## src/hw/sfpd_pkg.sv

```systemverilog
// Constants shared by the register-space page decoder and its map
// Assumes an 8-bit core address and an 8-bit data path
package sfpd_pkg;
    // Address range of the register space
    localparam logic [7:0] SFPD_SPACE_LO = 8'h80;
    localparam logic [7:0] SFPD_SPACE_HI = 8'hFF;
    // Bit access allowed on these low nibbles
    localparam logic [3:0] SFPD_BIT_NIB_A = 4'h0;
    localparam logic [3:0] SFPD_BIT_NIB_B = 4'h8;
    // Page selector register
    localparam logic [7:0] SFPD_PAGE_SEL_ADDR = 8'hA7;
    localparam logic [7:0] SFPD_PAGE_SEL_RST = 8'h00;
    localparam int SFPD_PAGE_SEL_MSB = 7;
    localparam int SFPD_PAGE_SEL_LSB = 0;
    // Page numbers
    localparam logic [7:0] SFPD_PAGE_0 = 8'h00;
    localparam logic [7:0] SFPD_PAGE_F = 8'h0F;
    // Address whose target depends on the page
    localparam logic [7:0] SFPD_ADC_SPLIT_ADDR = 8'hBA;
    // Answer for unoccupied addresses
    localparam logic [7:0] SFPD_EMPTY_DATA = 8'h00;

    // Occupancy classes
    typedef enum logic [2:0] {
        SFPD_CLS_NONE   = 3'b001,
        SFPD_CLS_SHARED = 3'b010,
        SFPD_CLS_PAGED  = 3'b100
    } sfpd_cls_t;
endpackage
```

## src/hw/sfpd_decoder.sv

```systemverilog
// Register-space page decoder between the core and the peripheral registers
// Assumes peripherals answer reads combinationally in the cycle of their strobe
`timescale 1ns/1ns
module sfpd_decoder
    import sfpd_pkg::*;
(
    // Clock and reset
    input wire logic ref_clk,
    input wire logic reset_n,
    // Core access request
    input wire logic core_direct,
    input wire logic [7:0] core_addr,
    input wire logic core_rd,
    input wire logic core_wr,
    input wire logic core_bit,
    input wire logic [7:0] core_wdata,
    // Core answer
    output logic [7:0] core_rdata,
    output logic core_rvalid,
    output logic core_bit_refused,
    output logic [7:0] register_page_select,
    // Peripheral register port
    output logic periph_sel,
    output logic periph_rd,
    output logic periph_wr,
    output logic periph_bit,
    output logic [7:0] periph_addr,
    output logic [7:0] periph_page,
    output logic [7:0] periph_wdata,
    input wire logic [7:0] periph_rdata
);
    typedef struct packed {
        logic [7:0] page;
        logic sel;
        logic rd;
        logic wr;
        logic bitacc;
        logic [7:0] addr;
        logic [7:0] ppage;
        logic [7:0] wdata;
        logic rd_periph;
        logic rd_local;
        logic rd_empty;
        logic rvalid;
        logic [7:0] rdata;
        logic refused;
    } sfpd_state_t;

    sfpd_state_t st_r;
    sfpd_state_t st_nxt;
    sfpd_cls_t cls;
    logic in_space;
    logic bit_ok;
    logic is_page_reg;
    logic occupied;

    // Occupancy lookup under the current page
    sfpd_map u_map (
        .addr(core_addr),
        .page(st_r.page),
        .cls(cls)
    );

    // Whole upper half is register space for direct addressing
    assign in_space = core_direct && core_addr >= SFPD_SPACE_LO && core_addr <= SFPD_SPACE_HI;
    assign bit_ok = core_addr[3:0] == SFPD_BIT_NIB_A || core_addr[3:0] == SFPD_BIT_NIB_B;
    assign is_page_reg = core_addr == SFPD_PAGE_SEL_ADDR;
    assign occupied = cls != SFPD_CLS_NONE;

    // Next-state; reads answer two cycles after the request
    always_comb begin
        st_nxt = st_r;
        st_nxt.sel = 1'b0;
        st_nxt.rd = 1'b0;
        st_nxt.wr = 1'b0;
        st_nxt.rd_periph = 1'b0;
        st_nxt.rd_local = 1'b0;
        st_nxt.rd_empty = 1'b0;
        st_nxt.refused = 1'b0;
        // Second stage: collect the read answer
        st_nxt.rvalid = st_r.rd_periph || st_r.rd_local || st_r.rd_empty;
        if (st_r.rd_periph) begin
            st_nxt.rdata = periph_rdata;
        end else if (st_r.rd_local) begin
            st_nxt.rdata = st_r.page;
        end else if (st_r.rd_empty) begin
            st_nxt.rdata = SFPD_EMPTY_DATA;
        end
        // First stage: decode the request
        if (in_space && (core_rd || core_wr)) begin
            if (core_bit && !bit_ok) begin
                // Refused bit access leaves every register untouched
                st_nxt.refused = 1'b1;
            end else if (is_page_reg) begin
                // Selector is local; a read-modify-write reads back the newly written page
                st_nxt.rd_local = core_rd;
                if (core_wr) begin
                    st_nxt.page = core_wdata[SFPD_PAGE_SEL_MSB:SFPD_PAGE_SEL_LSB];
                end
            end else if (occupied) begin
                st_nxt.sel = 1'b1;
                st_nxt.rd = core_rd;
                st_nxt.wr = core_wr;
                st_nxt.bitacc = core_bit;
                st_nxt.addr = core_addr;
                st_nxt.wdata = core_wdata;
                st_nxt.rd_periph = core_rd;
                // Shared entries always carry page 0x0 so one copy serves both
                st_nxt.ppage = (cls == SFPD_CLS_SHARED) ? SFPD_PAGE_0 : st_r.page;
            end else begin
                st_nxt.rd_empty = core_rd;
            end
        end
    end

    // State register; synchronous reset puts the selector on page 0x0
    always_ff @(posedge ref_clk) begin
        if (!reset_n) begin
            st_r <= '0;
            st_r.page <= SFPD_PAGE_SEL_RST;
        end else begin
            st_r <= st_nxt;
        end
    end

    // Outputs straight from the state register
    assign core_rdata = st_r.rdata;
    assign core_rvalid = st_r.rvalid;
    assign core_bit_refused = st_r.refused;
    assign register_page_select = st_r.page;
    assign periph_sel = st_r.sel;
    assign periph_rd = st_r.rd;
    assign periph_wr = st_r.wr;
    assign periph_bit = st_r.bitacc;
    assign periph_addr = st_r.addr;
    assign periph_page = st_r.ppage;
    assign periph_wdata = st_r.wdata;
endmodule // sfpd_decoder

```

## src/hw/sfpd_map.sv

```systemverilog
// Occupancy map of the register space for page 0x0 and page 0xF
// Assumes the caller has already checked that the address is in the space
`timescale 1ns/1ns
module sfpd_map
    import sfpd_pkg::*;
(
    // Lookup
    input wire logic [7:0] addr,
    input wire logic [7:0] page,
    // Result
    output sfpd_cls_t cls
);
    // Registers decoded the same on both pages
    function automatic logic is_shared(input logic [7:0] a);
        unique case (a)
            8'h80, 8'h81, 8'h82, 8'h83, 8'h87, 8'h90, 8'hA0, 8'hA7,
            8'hA8, 8'hA9, 8'hD0, 8'hE0, 8'hE6, 8'hE7, 8'hF0, 8'hF6,
            8'hF7: is_shared = 1'b1;
            default: is_shared = 1'b0;
        endcase
    endfunction

    // Registers seen only while page 0xF is selected
    function automatic logic is_page_f(input logic [7:0] a);
        unique case (a)
            8'h85, 8'h86, 8'h91, 8'h92, 8'h93, 8'h95, 8'h96, 8'h97,
            8'hA4, 8'hA5, 8'hA6, 8'hBA, 8'hBD: is_page_f = 1'b1;
            default: is_page_f = 1'b0;
        endcase
    endfunction

    // Holes in page 0x0, including the reserved slots
    function automatic logic is_page0_hole(input logic [7:0] a);
        unique case (a)
            8'hAB, 8'hAF, 8'hB4, 8'hB9, 8'hE5: is_page0_hole = 1'b1;
            default: is_page0_hole = 1'b0;
        endcase
    endfunction

    // Shared entries ignore the page; other pages hold nothing
    always_comb begin
        if (is_shared(addr)) begin
            cls = SFPD_CLS_SHARED;
        end else if (page == SFPD_PAGE_0 && !is_page0_hole(addr)) begin
            cls = SFPD_CLS_PAGED;
        end else if (page == SFPD_PAGE_F && is_page_f(addr)) begin
            cls = SFPD_CLS_PAGED;
        end else begin
            cls = SFPD_CLS_NONE;
        end
    end
endmodule // sfpd_map

```

## config.mk

```make
export PLATFORM = sky130hd
export DESIGN_NAME = sfpd_decoder
export DESIGN_NICKNAME = d
export VERILOG_FILES = /design/src/hw/sfpd_pkg.sv /design/src/hw/sfpd_decoder.sv /design/src/hw/sfpd_map.sv
export SDC_FILE = /design/constraint.sdc
export NUM_CORES = 1
export LEC_CHECK = 0
export BUFFER_PORTS_ARGS = -buffer_cell sky130_fd_sc_hd__buf_2
export CELL_PAD_IN_SITES_DETAIL_PLACEMENT = 0
export CELL_PAD_IN_SITES_GLOBAL_PLACEMENT = 2
export CORE_ASPECT_RATIO = 0.6
export CORE_MARGIN = 5
export CORE_UTILIZATION = 32
export CTS_CLUSTER_SIZE = 30
export DETAILED_ROUTE_END_ITERATION = 6
export GPL_ROUTABILITY_DRIVEN = 0
export HOLD_SLACK_MARGIN = 0.15
export MAX_ROUTING_LAYER = met4
export PLACE_DENSITY_LB_ADDON = 0.1
export SYNTH_ARGS = -nofsm -noshare
export SYNTH_HDL_FRONTEND = slang
export SYNTH_HIERARCHICAL = 1
export SYNTH_SLANG_ARGS = --single-unit
```

## constraint.sdc

```tcl
create_clock -name ref_clk -period 7.21 [get_ports ref_clk]
set_input_delay 1.0815 -clock ref_clk [delete_from_list [all_inputs] [get_ports ref_clk]]
set_output_delay 1.0815 -clock ref_clk [all_outputs]
set_load 0.03 [all_outputs]
```

# == After elaboration in Yosys (flattened, before gate mapping) ==
# Index checks and enable logic that the tools add are counted.
# classes
magnitude_cmp,2
n_eq_ne,39
muxes,15
bitwise_logic,5
reduce_logical,25
# op_table
operator,n
"8-bit == test, second input constant",35
8-bit two-way mux,4
29-bit two-way mux,1
17-bit OR reduction,1
5-bit OR reduction,3
13-bit OR reduction,1
3-bit two-way mux,3
"8-bit by 4-bit == test with 1-bit output, second input constant",1
"8-bit greater-or-equal comparator, second input constant",1
"8-bit <= comparator, second input constant",1
8-bit zero test,1
4-bit AND reduction,2
4-bit OR reduction,2
1-bit two-way mux,7
1-bit logical AND,6
1-bit NOT,5
"4-bit == test, second input constant",1
4-bit zero test,1
1-bit logical OR,4
"3-bit by 2-bit == test with 1-bit output, second input constant",1
"3-bit by 1-bit != test with 1-bit output, second input constant",1
3-bit nonzero test,1
1-bit zero test,2
2-bit AND reduction,1
# word_totals
reg_bits,48
inputBits,30
out_inout_bits,46
wordCells,99

# == Depth between registers and ports, before layout ==
# Gate-level depths: netlist of the first run.
# depth
ltp_word,15
mapped_depth,11
depth_no_buf,9

# == By module ==
# The synthesis of the first run kept the hierarchy.
# modules_own_cells
mod,n_inst,cells_per_inst,area_each_um2,seq_area_each_um2
sfpd_decoder,1,248,2229.6,960.9
sfpd_map,1,48,330.3,0.0

# == Worst setup path after synthesis of the first run ==
# OpenSTA, ideal clock, no wires.
# synth_timing
path_kind,input to register
start,input port core_addr[3]
end,"register st_r, in the netlist periph_addr[0]"
setup_ns,0.072
t_arrival_ns,3.417
t_required_ns,7.138
path_slack_ns,3.722
stages,11
path_buffers,3
path_cell_list,buf_6 or3b_1 a2111oi_2 nor4_1 a311o_1 nor2b_4 or3b_2 nand3b_1 buf_6 buf_6 mux2i_1
# synth_between
elab_chain_cells,11
word_cells_on_any_way,64
classes_between,order compare (2); eq/ne (37); mux (9); bitwise (2); reduce/logical (14)
# synth_lines
element,line,text
start: declaration,sfpd_decoder.sv:12,"input wire logic [7:0] core_addr,"
8-bit == test,sfpd_map.sv:25,unique case (a)
13-bit OR reduction,sfpd_map.sv:25,
1-bit two-way mux,sfpd_map.sv:25,
1-bit two-way mux,sfpd_map.sv:44,end else if (page == SFPD_PAGE_0 && !is_page0_hole(addr)) begin
1-bit two-way mux,sfpd_map.sv:42,if (is_shared(addr)) begin
1-bit logical AND,sfpd_map.sv:46,end else if (page == SFPD_PAGE_F && is_page_f(addr)) begin
3-bit two-way mux,sfpd_map.sv:46,
3-bit two-way mux,sfpd_map.sv:44,
3-bit two-way mux *,sfpd_map.sv:42,
net cls[2],sfpd_decoder.sv:51,sfpd_cls_t cls;
3-bit by 1-bit != test with 1-bit output *,sfpd_decoder.sv:68,assign occupied = cls != SFPD_CLS_NONE;
4-bit AND reduction (no source line) *,n/a,
end signal: assignment,sfpd_decoder.sv:122,st_r <= st_nxt;
end: declaration,sfpd_decoder.sv:49,sfpd_state_t st_r;
# The timed path passes the listed nets; every way through them passes the cells marked *. The select of a mux whose other input is x is not followed.
# A chain may end at the register's enable or synchronous reset.

# == Worst setup path in the final report of the first run ==
# layout_timing
start,input port core_addr[2]
end,"register st_r, in the netlist periph_wdata[4]"
# Same word-level chain as after synthesis.

==> out/metrics.csv, run 1 <==
metric,value,unit
family with the most delay on the worst path,simple AND/OR/NAND/NOR gates,
Synth warnings,6,
final wirelength,6762,um
initial core utilization,32.74,%
cell taking the most area after synthesis,dfxtp_1,
most frequent cells in the layout,"75 x buf_2, 59 x nand2_1, 48 x dfxtp_1, 32 x mux2i_1, 15 x nor3_1",
min Tclk post-route,4046,ps
I/O pin count,76,
hold depth,2,
P_int,0.4535,mW
Core Rows,25,
DIE AREA,9947,um2
"Top FF cell, synth",dfxtp_1,
Worst Reg-to-Reg Cells,9,
post-CTS setup repair buffer count,0,
register clock-pin slew on the reported worst setup and hold paths,70,ps
Vias/cell,4.657,
Comb pwr share,10.2,%
Diodes inserted,0,
max-slew violations,0,
1st-iter DRT viols,100,
"commonest non-fill, non-tap cell in the layout",buf_2,
post-synth top area share,37.54,%
GRT Residual Overflow,0,
PostCTS Resize Cnt,0,
Max Cap Violations,0,
CP Max Fanout,18,
vias in the first global route,1921,
Post-Synth Simple-Gate Area,25.32,%
number of flops mapped to enable cells by yosys,0,
Reg power frac,45.8,%
RSZ-0062 raised after global routing,false,
post-synthesis mux area share,12.51,%
critical path data arrival time,4270,ps
Psw,0.1420,mW
All-Layer GR Usage,13.91,%
Final Hold Viols,0,
worst vdd ir,0.08571,mV
HP Class,flop to flop,
Gate Count Post-Synth,296,
Synth-to-Final Area Change,10.75,%
Synth Area in Compound Gates,7.429,%
area share of xor/xnor cells in the synthesized design,0,%
Avg Inst Size Synth,8.648,um2
clock sink total,48,
Die X,125.5,um
share of cells above drive strength 1,27.73,%
htree depth,2,
post-synth cell types,42,
worst path cell trace,buf_2 > or3b_1 > a2111oi_2 > nor4_1 > a311o_1 > nor2_1 > or3b_2 > nand3b_1 > buf_4 > mux2i_1,
crit path buf inv count,2,
P_leak,1.358,nW
Final period util,56.12,%
Clock Skews,6.195,ps
Nets,350,
synthesized area,2560,um2
FMAX,247.2,MHz
die span in y,79.28,um
"FFs w/ async S/R, synth",0,%
dpl hpwl,4829,um
Fin Setup TNS,0,ps
placed cell area,2668,um2
DRT Pass-1 Iters,4,
worst path required time,7430,ps
slowest CP cell,nand3b_1,
power share of the clock group,44.1,%
Hold Buf Count CTS,0,
pin count of the biggest net entering global routing,52,
core area,7820,um2
antenna violation net count after detailed routing,0,
Clock Latency Late Sink,290,ps
cell area after layout,2835,um2
Inserted Clock Buffers,5,
# fillers,852,
Sw Ratio,23.85,%
Post-Syn Nets,326,
global-route wire length before repair,10500,um
Pwr Density,210.0,nW/um2
CTS root buf,clkbuf_16,
Worst setup SP type,input pin,
Worst-Margin Slew,795.7,ps
Adder-Cell Fraction of Synth Area,0,%
Finish-stage setup viols,0,
part of the Yosys area used for sequential elements,37.54,%
crit end category,flop,
WP depth,10,
DR WL/cell,15.76,um
CTS tree,built,
Seq cells post-synth,48,
Setup CP Type,input pin to flop,
Max Buffers Root-to-Sink,2,
Max-Slew Margin vs Limit,46.96,%
initial antenna violation count,0,
status,finished clean,
top post-synthesis cells by area,"dfxtp_1 38%, mux2i_1 13%, buf_4 12%",
Crit path largest cell delay,570,ps
drc violations,0,
Vias,1998,
largest family of logic cells by synthesized area,simple AND/OR/NAND/NOR gates,
PortBufs,75,
[power by group through the flow]
stage	clock [mW]	combinational, mW	sequential [mW]
after global placement	0	0.0616	0.279
after global routing	0.287	0.0667	0.273
after floorplan	0	0.0449	0.279
after CTS	0.273	0.0615	0.272
after detailed placement	0	0.0612	0.279
final	0.262	0.0607	0.272
[final timing paths]
check                    end               startpoint  slack [ps]
max reg2reg  periph_wdata[4]  register_page_select[4]        4040
min reg2reg   periph_addr[7]           periph_addr[7]         440
min           periph_addr[7]           periph_addr[7]         440
max          periph_wdata[4]             core_addr[2]        3160
[kinds of logic (layout without fill, tap and decap cells)]
kind of cell	count (synthesis)	count (layout)
AND/OR/NAND/NOR	126	126
buffers and inverters	66	91
flip-flops	48	48
AO/OA/AOI/OAI	24	24
multiplexers	32	32
[synthesized netlist by cell type (all sizes together) (3+ instances only)]
cell,count
buf,49
nand3b,4
a21oi,3
nor2,10
nor3b,8
mux2i,32
inv,6
a2111oi,3
nand4,3
a211oi,8
nor3,15
nor2b,10
dfxtp,48
clkbuf,11
nand2,59
[metrics by stage]
stage	setup WS, ps	power [mW]	hold WS, ps	util, %	instances
finish	3164	0.5955	440.3	36.26	429
global route	2966	0.6266	479.2	36.26	429
CTS	3172	0.6070	444.8	36.26	429
detailed placement	2882	0.3397	434.6	34.11	421
global placement	2918	0.3403	439.8	34.11	421
floorplan	3722	0.3240	425.9	-	296
[state kept, by name, indices dropped and copies added, names as in the netlist]
name,flops
periph_page,8
periph_addr,8
st_r,3
periph_wdata,8
periph_wr,1
core_rvalid,1
periph_bit,1
register_page_select,8
core_bit_refused,1
periph_sel,1
core_rdata,8
[metal layers]
metal  share of wire, %  vias to the layer above  GRT usage (%)  routed length [um]
li1                   -                     1021              -                   -
met1                 55                      916          20.23                3730
met2                 40                       56          18.71                2671
met3                4.6                        5          3.831                 308
met4               0.75                        0          3.571                  51
met5                  0                        -              -                   0
[worst min-delay path, delay by kind of cell (launching register included)]
family          cells  cell delay [ps]
flops               1              300
compound gates      1               50
buf+inv             1               40
[final cells by class]
cell class	count	area, um2	area share, %
inverter	6	22.52	0.7944
tap	108	135.1	4.766
multi-input combinational	182	1159	40.86
timing repair buffer	77	390.4	13.77
sequential	48	960.9	33.89
clock inverter	3	42.54	1.500
clock buffer	5	125.1	4.413
Note: power is estimated with default switching activity, not from simulation.
==> inputs of run 2 (changes only) <==
--- a/config.mk
+++ b/config.mk
@@ -10,7 +10,7 @@
 export CELL_PAD_IN_SITES_GLOBAL_PLACEMENT = 2
 export CORE_ASPECT_RATIO = 0.6
 export CORE_MARGIN = 5
-export CORE_UTILIZATION = 32
+export CORE_UTILIZATION = 30
 export CTS_CLUSTER_SIZE = 30
 export DETAILED_ROUTE_END_ITERATION = 6
 export GPL_ROUTABILITY_DRIVEN = 0
==> constraint.sdc (replaced) <==
create_clock -name ref_clk -period 4 [get_ports ref_clk]
set_input_delay 0.6 -clock ref_clk [delete_from_list [all_inputs] [get_ports ref_clk]]
set_output_delay 0.6 -clock ref_clk [all_outputs]
set_load 0.03 [all_outputs]
==> run 2 against run 1 <==
Setup slack worse by 2200 ps; sequential power up 81%; register-to-register slack worse by 2700 ps; combinational power up 83%; die area up 6.0%; final area up 0.18%; first-iteration DRC count down 14%; cell count up 1.4%; critical path depth unchanged; highest routed layer unchanged.
==> out/metrics.csv, run 2 (synthesis results as in run 1) <==
metric,value,unit,change
status,finished clean,,
critical path data arrival time,3240,ps,-1030 ps
Fin Setup TNS,0,ps,unchanged
global-route wire length before repair,10740,um,+2.2%
worst vdd ir,0.1502,mV,+75%
RSZ-0062 raised after global routing,false,,
clock sink total,48,,unchanged
DIE AREA,10540,um2,+6.0%
r2r setup slk,1390,ps,-2650 ps
All-Layer GR Usage,13.65,%,-0.26 points
Core Rows,26,,+4.0%
pre-CTS setup slack,655.9,ps,-2226 ps
"Cell Count, Final, Fillers Out",435,,+1.4%
"commonest non-fill, non-tap cell in the layout",buf_2,,
Hold Buf Count CTS,0,,unchanged
pin count of the biggest net entering global routing,52,,unchanged
Clock Latency Late Sink,290,ps,about the same
CP Max Fanout,20,,+2
Finish-stage setup viols,0,,unchanged
htree depth,2,,unchanged
worst path required time,4220,ps,-3210 ps
final wirelength,6766,um,about the same
initial core utilization,30.38,%,-2.4 points
GRT Residual Overflow,0,,unchanged
1st-iter DRT viols,86,,-14%
post-CTS setup repair buffer count,0,,unchanged
DR WL/cell,15.55,um,-1.3%
DRT Pass-1 Iters,4,,unchanged
register clock-pin slew on the reported worst setup and hold paths,70,ps,about the same
drc violations,0,,unchanged
Worst setup SP type,input pin,,
Inst Count DP,427,,+1.4%
CTS tree,built,,
PostCTS Resize Cnt,0,,unchanged
final setup margin,980.0,ps,-2184 ps
crit end category,flop,,
Synth-to-Final Area Change,10.95,%,
min Tclk post-route,3020,ps,
antenna violation net count after detailed routing,0,,unchanged
Diodes inserted,0,,unchanged
share of cells above drive strength 1,28.17,%,+0.45 points
Clock Skews,6.187,ps,-0.007830 ps
die span in y,81.56,um,+2.9%
Nets,352,,+0.57%
Setup CP Type,input pin to flop,,
Inserted Clock Buffers,5,,unchanged
Max Buffers Root-to-Sink,2,,unchanged
max-slew violations,0,,unchanged
PortBufs,75,,unchanged
vias in the first global route,1970,,+2.6%
P_leak,1.364,nW,+0.48%
HP Class,flop to flop,,
Pwr Density,365.1,nW/um2,+74%
most frequent cells in the layout,"75 x buf_2, 59 x nand2_1, 48 x dfxtp_1, 32 x mux2i_1, 15 x nor3_1",,
Final Hold Viols,0,,unchanged
Vias,1999,,+0.050%
I/O pin count,76,,unchanged
dpl hpwl,4839,um,+0.19%
initial antenna violation count,0,,unchanged
core area,8426,um2,+7.7%
FMAX,331.1,MHz,
Die X,129.3,um,+3.0%
Max-Slew Margin vs Limit,60.65,%,+14 points
Worst-Margin Slew,589.4,ps,-206.2 ps
Final period util,75.50,%,
CTS root buf,clkbuf_16,,
Max Cap Violations,0,,unchanged
Vias/cell,4.595,,-1.3%
[run 2: per-layer routing]
| metal | vias up | global-route usage, % | wire length (um) |
|---|---|---|---|
| li1 | 1031 | - | - |
| met1 | 911 | 20.38 | 3740 |
| met2 | 51 | 17.87 | 2633 |
| met3 | 6 | 3.444 | 330 |
| met4 | 0 | 3.459 | 61 |
| met5 | - | - | 0 |
[run 2: worst paths after layout]
check | cells after the start | end | from
worst max-delay path | 10 | periph_wdata[6] | core_addr[2]
worst min-delay path | 2 | periph_addr[7] | periph_addr[7]
worst max register to register | 9 | periph_wdata[6] | register_page_select[7]
worst min register to register | 2 | periph_addr[7] | periph_addr[7]
[run 2: worst max-delay path, cell delays in order]
cell,delay (ps)
buf_2,220
or3b_1,390
a2111oi_2,350
nor4_1,100
a311o_1,290
nor2_1,120
or3b_2,470
nand3b_1,120
buf_4,340
mux2i_1,230
[run 2: through the flow]
step                      area, um2  util (%)  hold WS [ps]  total power, mW
final                          2840     33.71         446.5            1.037
after global placement         2688     31.90         438.4           0.6155
after CTS                      2840     33.71         450.0            1.054
after floorplan                2560         -         425.9           0.5841
after global routing           2840     33.71         467.5            1.085
after detailed placement       2688     31.90         439.8           0.6141
[run 2: power breakdown]
part | internal (mW) | switching (mW)
clock | 0.250 | 0.185
sequential | 0.486 | 0.00459
combinational | 0.0383 | 0.0724
total | 0.775 | 0.262
[run 2: final cells by class]
type	instances	area, um2
clock buffers	6	138.9
clock inverters	2	13.76
fillers	914	5585
inverters	6	22.52
multi-input cells	182	1159
flip-flops and latches	48	960.9
well taps	112	140.1
repair buffers	79	405.4
==> inputs of run 3 (changes only) <==
==> constraint.sdc (replaced) <==
create_clock -name ref_clk -period 3.16 [get_ports ref_clk]
set_input_delay 0.474 -clock ref_clk [delete_from_list [all_inputs] [get_ports ref_clk]]
set_output_delay 0.474 -clock ref_clk [all_outputs]
set_load 0.03 [all_outputs]
==> run 3 against run 2 <==
Sequential power increased by 26%; wire length up 0.52%; clock skew decreased by 2.1 ps; sequential share of layout area decreased by 0.90 points; critical path depth stayed put; power increased by 39%; combinational power rose by 32%; die area stayed put; critical path type unchanged; critical endpoint is now periph_page[3].
==> out/metrics.csv, run 3 (synthesis results as in run 1) <==
metric,value,unit,change
Pwr Density,493.8,nW/um2,+35%
Crit path largest cell delay,460,ps,about the same
CP Max Fanout,11,,-45%
Max-Slew Margin vs Limit,54.13,%,-6.5 points
vias in the first global route,1931,,-2.0%
worst path required time,3380,ps,-840 ps
CTS root buf,clkbuf_16,,
HP Class,input pin to flop,,
initial core utilization,30.38,%,unchanged
DRT Pass-1 Iters,4,,unchanged
drc violations,0,,unchanged
Inserted Clock Buffers,5,,unchanged
placed cell area,2733,um2,+1.7%
Core Rows,26,,unchanged
# fillers,877,,-4.0%
Worst-Margin Slew,688.0,ps,+98.55 ps
worst path cell trace,buf_2 > or3b_1 > a2111oi_2 > nor4_1 > a311o_1 > nor2b_4 > or3b_2 > nand3b_1 > buf_4 > mux2i_1,,
die span in y,81.56,um,unchanged
I/O pin count,76,,unchanged
initial antenna violation count,0,,unchanged
crit end category,flop,,
core area,8426,um2,unchanged
post-CTS setup repair buffer count,0,,unchanged
Final Hold Viols,0,,unchanged
Max Cap Violations,0,,unchanged
Nets,358,,+1.7%
cell area after layout,2918,um2,+2.7%
All-Layer GR Usage,13.57,%,-0.075 points
crit path buf inv count,2,,unchanged
family with the most delay on the worst path,simple AND/OR/NAND/NOR gates,,
antenna violation net count after detailed routing,0,,unchanged
Setup CP Type,input pin to flop,,
start point of the critical path,core_addr[0],,
worst vdd ir,0.1831,mV,+22%
max-slew violations,0,,unchanged
Final period util,87.38,%,
share of cells above drive strength 1,29.27,%,+1.1 points
P_leak,1.406,nW,+3.0%
Diodes inserted,0,,unchanged
Finish-stage setup viols,0,,unchanged
min Tclk post-route,2761,ps,
FF+latch area,960.9,um2,unchanged
pin count of the biggest net entering global routing,51,,-1.9%
Synth-to-Final Area Change,13.98,%,
Hold Buf Count CTS,0,,unchanged
register clock-pin slew on the reported worst setup and hold paths,70,ps,about the same
Clock Skews,4.097,ps,-2.090 ps
Inst Count DP,433,,+1.4%
DIE AREA,10540,um2,unchanged
Fin Setup TNS,0,ps,unchanged
FMAX,362.2,MHz,
most frequent cells in the layout,"75 x buf_2, 59 x nand2_1, 48 x dfxtp_1, 32 x mux2i_1, 15 x nor3_1",,
Worst setup SP type,input pin,,
1st-iter DRT viols,119,,+38%
hold path start,core_rd,,
PostCTS Resize Cnt,0,,unchanged
final wirelength,6801,um,+0.52%
slowest CP cell,or3b_2,,
clock sink total,48,,unchanged
GRT Residual Overflow,0,,unchanged
FF-to-FF Start,register_page_select[5],,
dpl hpwl,4965,um,+2.6%
status,finished clean,,
RSZ-0062 raised after global routing,false,,
Die X,129.3,um,unchanged
"Cell Count, Final, Fillers Out",440,,+1.1%
htree depth,2,,unchanged
critical path data arrival time,2980,ps,-260 ps
CTS tree,built,,
multi-input logic area,1159,um2,unchanged
DR WL/cell,15.46,um,-0.62%
Vias,1990,,-0.45%
Clock Latency Late Sink,290,ps,about the same
global-route wire length before repair,10730,um,about the same
"commonest non-fill, non-tap cell in the layout",buf_2,,
PortBufs,75,,unchanged
Vias/cell,4.523,,-1.6%
Max Buffers Root-to-Sink,2,,unchanged
## run 3: cell count changes in the layout (fill, tap and decap cells not counted), sizes merged
cell    delta
inv        -1
bufinv     +2
clkinv     -1
clkbuf     -1
buf        +6
## run 3: worst paths after layout
kind / endpoint / slack [ps] / depth (start not counted)
worst max-delay path: periph_page[3] / 400 / 10
worst min-delay path: st_r[12] / 430 / 3
worst max register to register: periph_page[7] / 590 / 9
worst min register to register: periph_addr[7] / 450 / 2
## run 3: stage by stage
| step | utilization (%) | setup WS (ps) | total power, mW | hold WS [ps] |
|---|---|---|---|---|
| 6_report | 34.63 | 398.9 | 1.441 | 425.7 |
| 5_1_grt | 34.63 | 232.0 | 1.500 | 444.7 |
| 4_1_cts | 34.63 | 393.7 | 1.467 | 420.9 |
| 3_5_place_dp | 32.43 | 114.4 | 0.7815 | 439.6 |
| 3_3_place_gp | 32.43 | 101.3 | 0.7835 | 432.7 |
| 2_1_floorplan | - | 279.2 | 0.7393 | 425.9 |
## run 3: metal layers
| layer | GRT usage [%] | wire length [um] | share of wire, % |
|---|---|---|---|
| met5 | - | 0 | 0 |
| met2 | 17.30 | 2645 | 39 |
| met1 | 20.76 | 3723 | 55 |
| met4 | 2.516 | 34 | 0.50 |
| met3 | 3.834 | 397 | 5.8 |
## run 3: report_power, final
part / internal [mW] / switching [mW]
logic: 0.0523 / 0.0934
clock network: 0.449 / 0.225
registers: 0.616 / 0.00564
total: 1.12 / 0.324
## run 3: layout make-up
| cell class | count | area share [%] |
|---|---|---|
| Clock buffer | 5 | 4.288 |
| Clock inverter | 2 | 2.058 |
| Inverter | 6 | 0.7719 |
| Multi-Input combinational cell | 182 | 39.71 |
| Sequential cell | 48 | 32.93 |
| Tap cell | 112 | 4.803 |
| Timing Repair Buffer | 85 | 15.44 |
## run 3: worst register-to-register path, cell delays in order, from the launching register on
cell     delay (ps)
dfxtp_1         370
or4_1           590
nor2_1          180
and4_1          210
a311o_1         140
nor2b_4         150
nor2_1           40
a21oi_1         560
nand2_1         120
mux2i_1         150
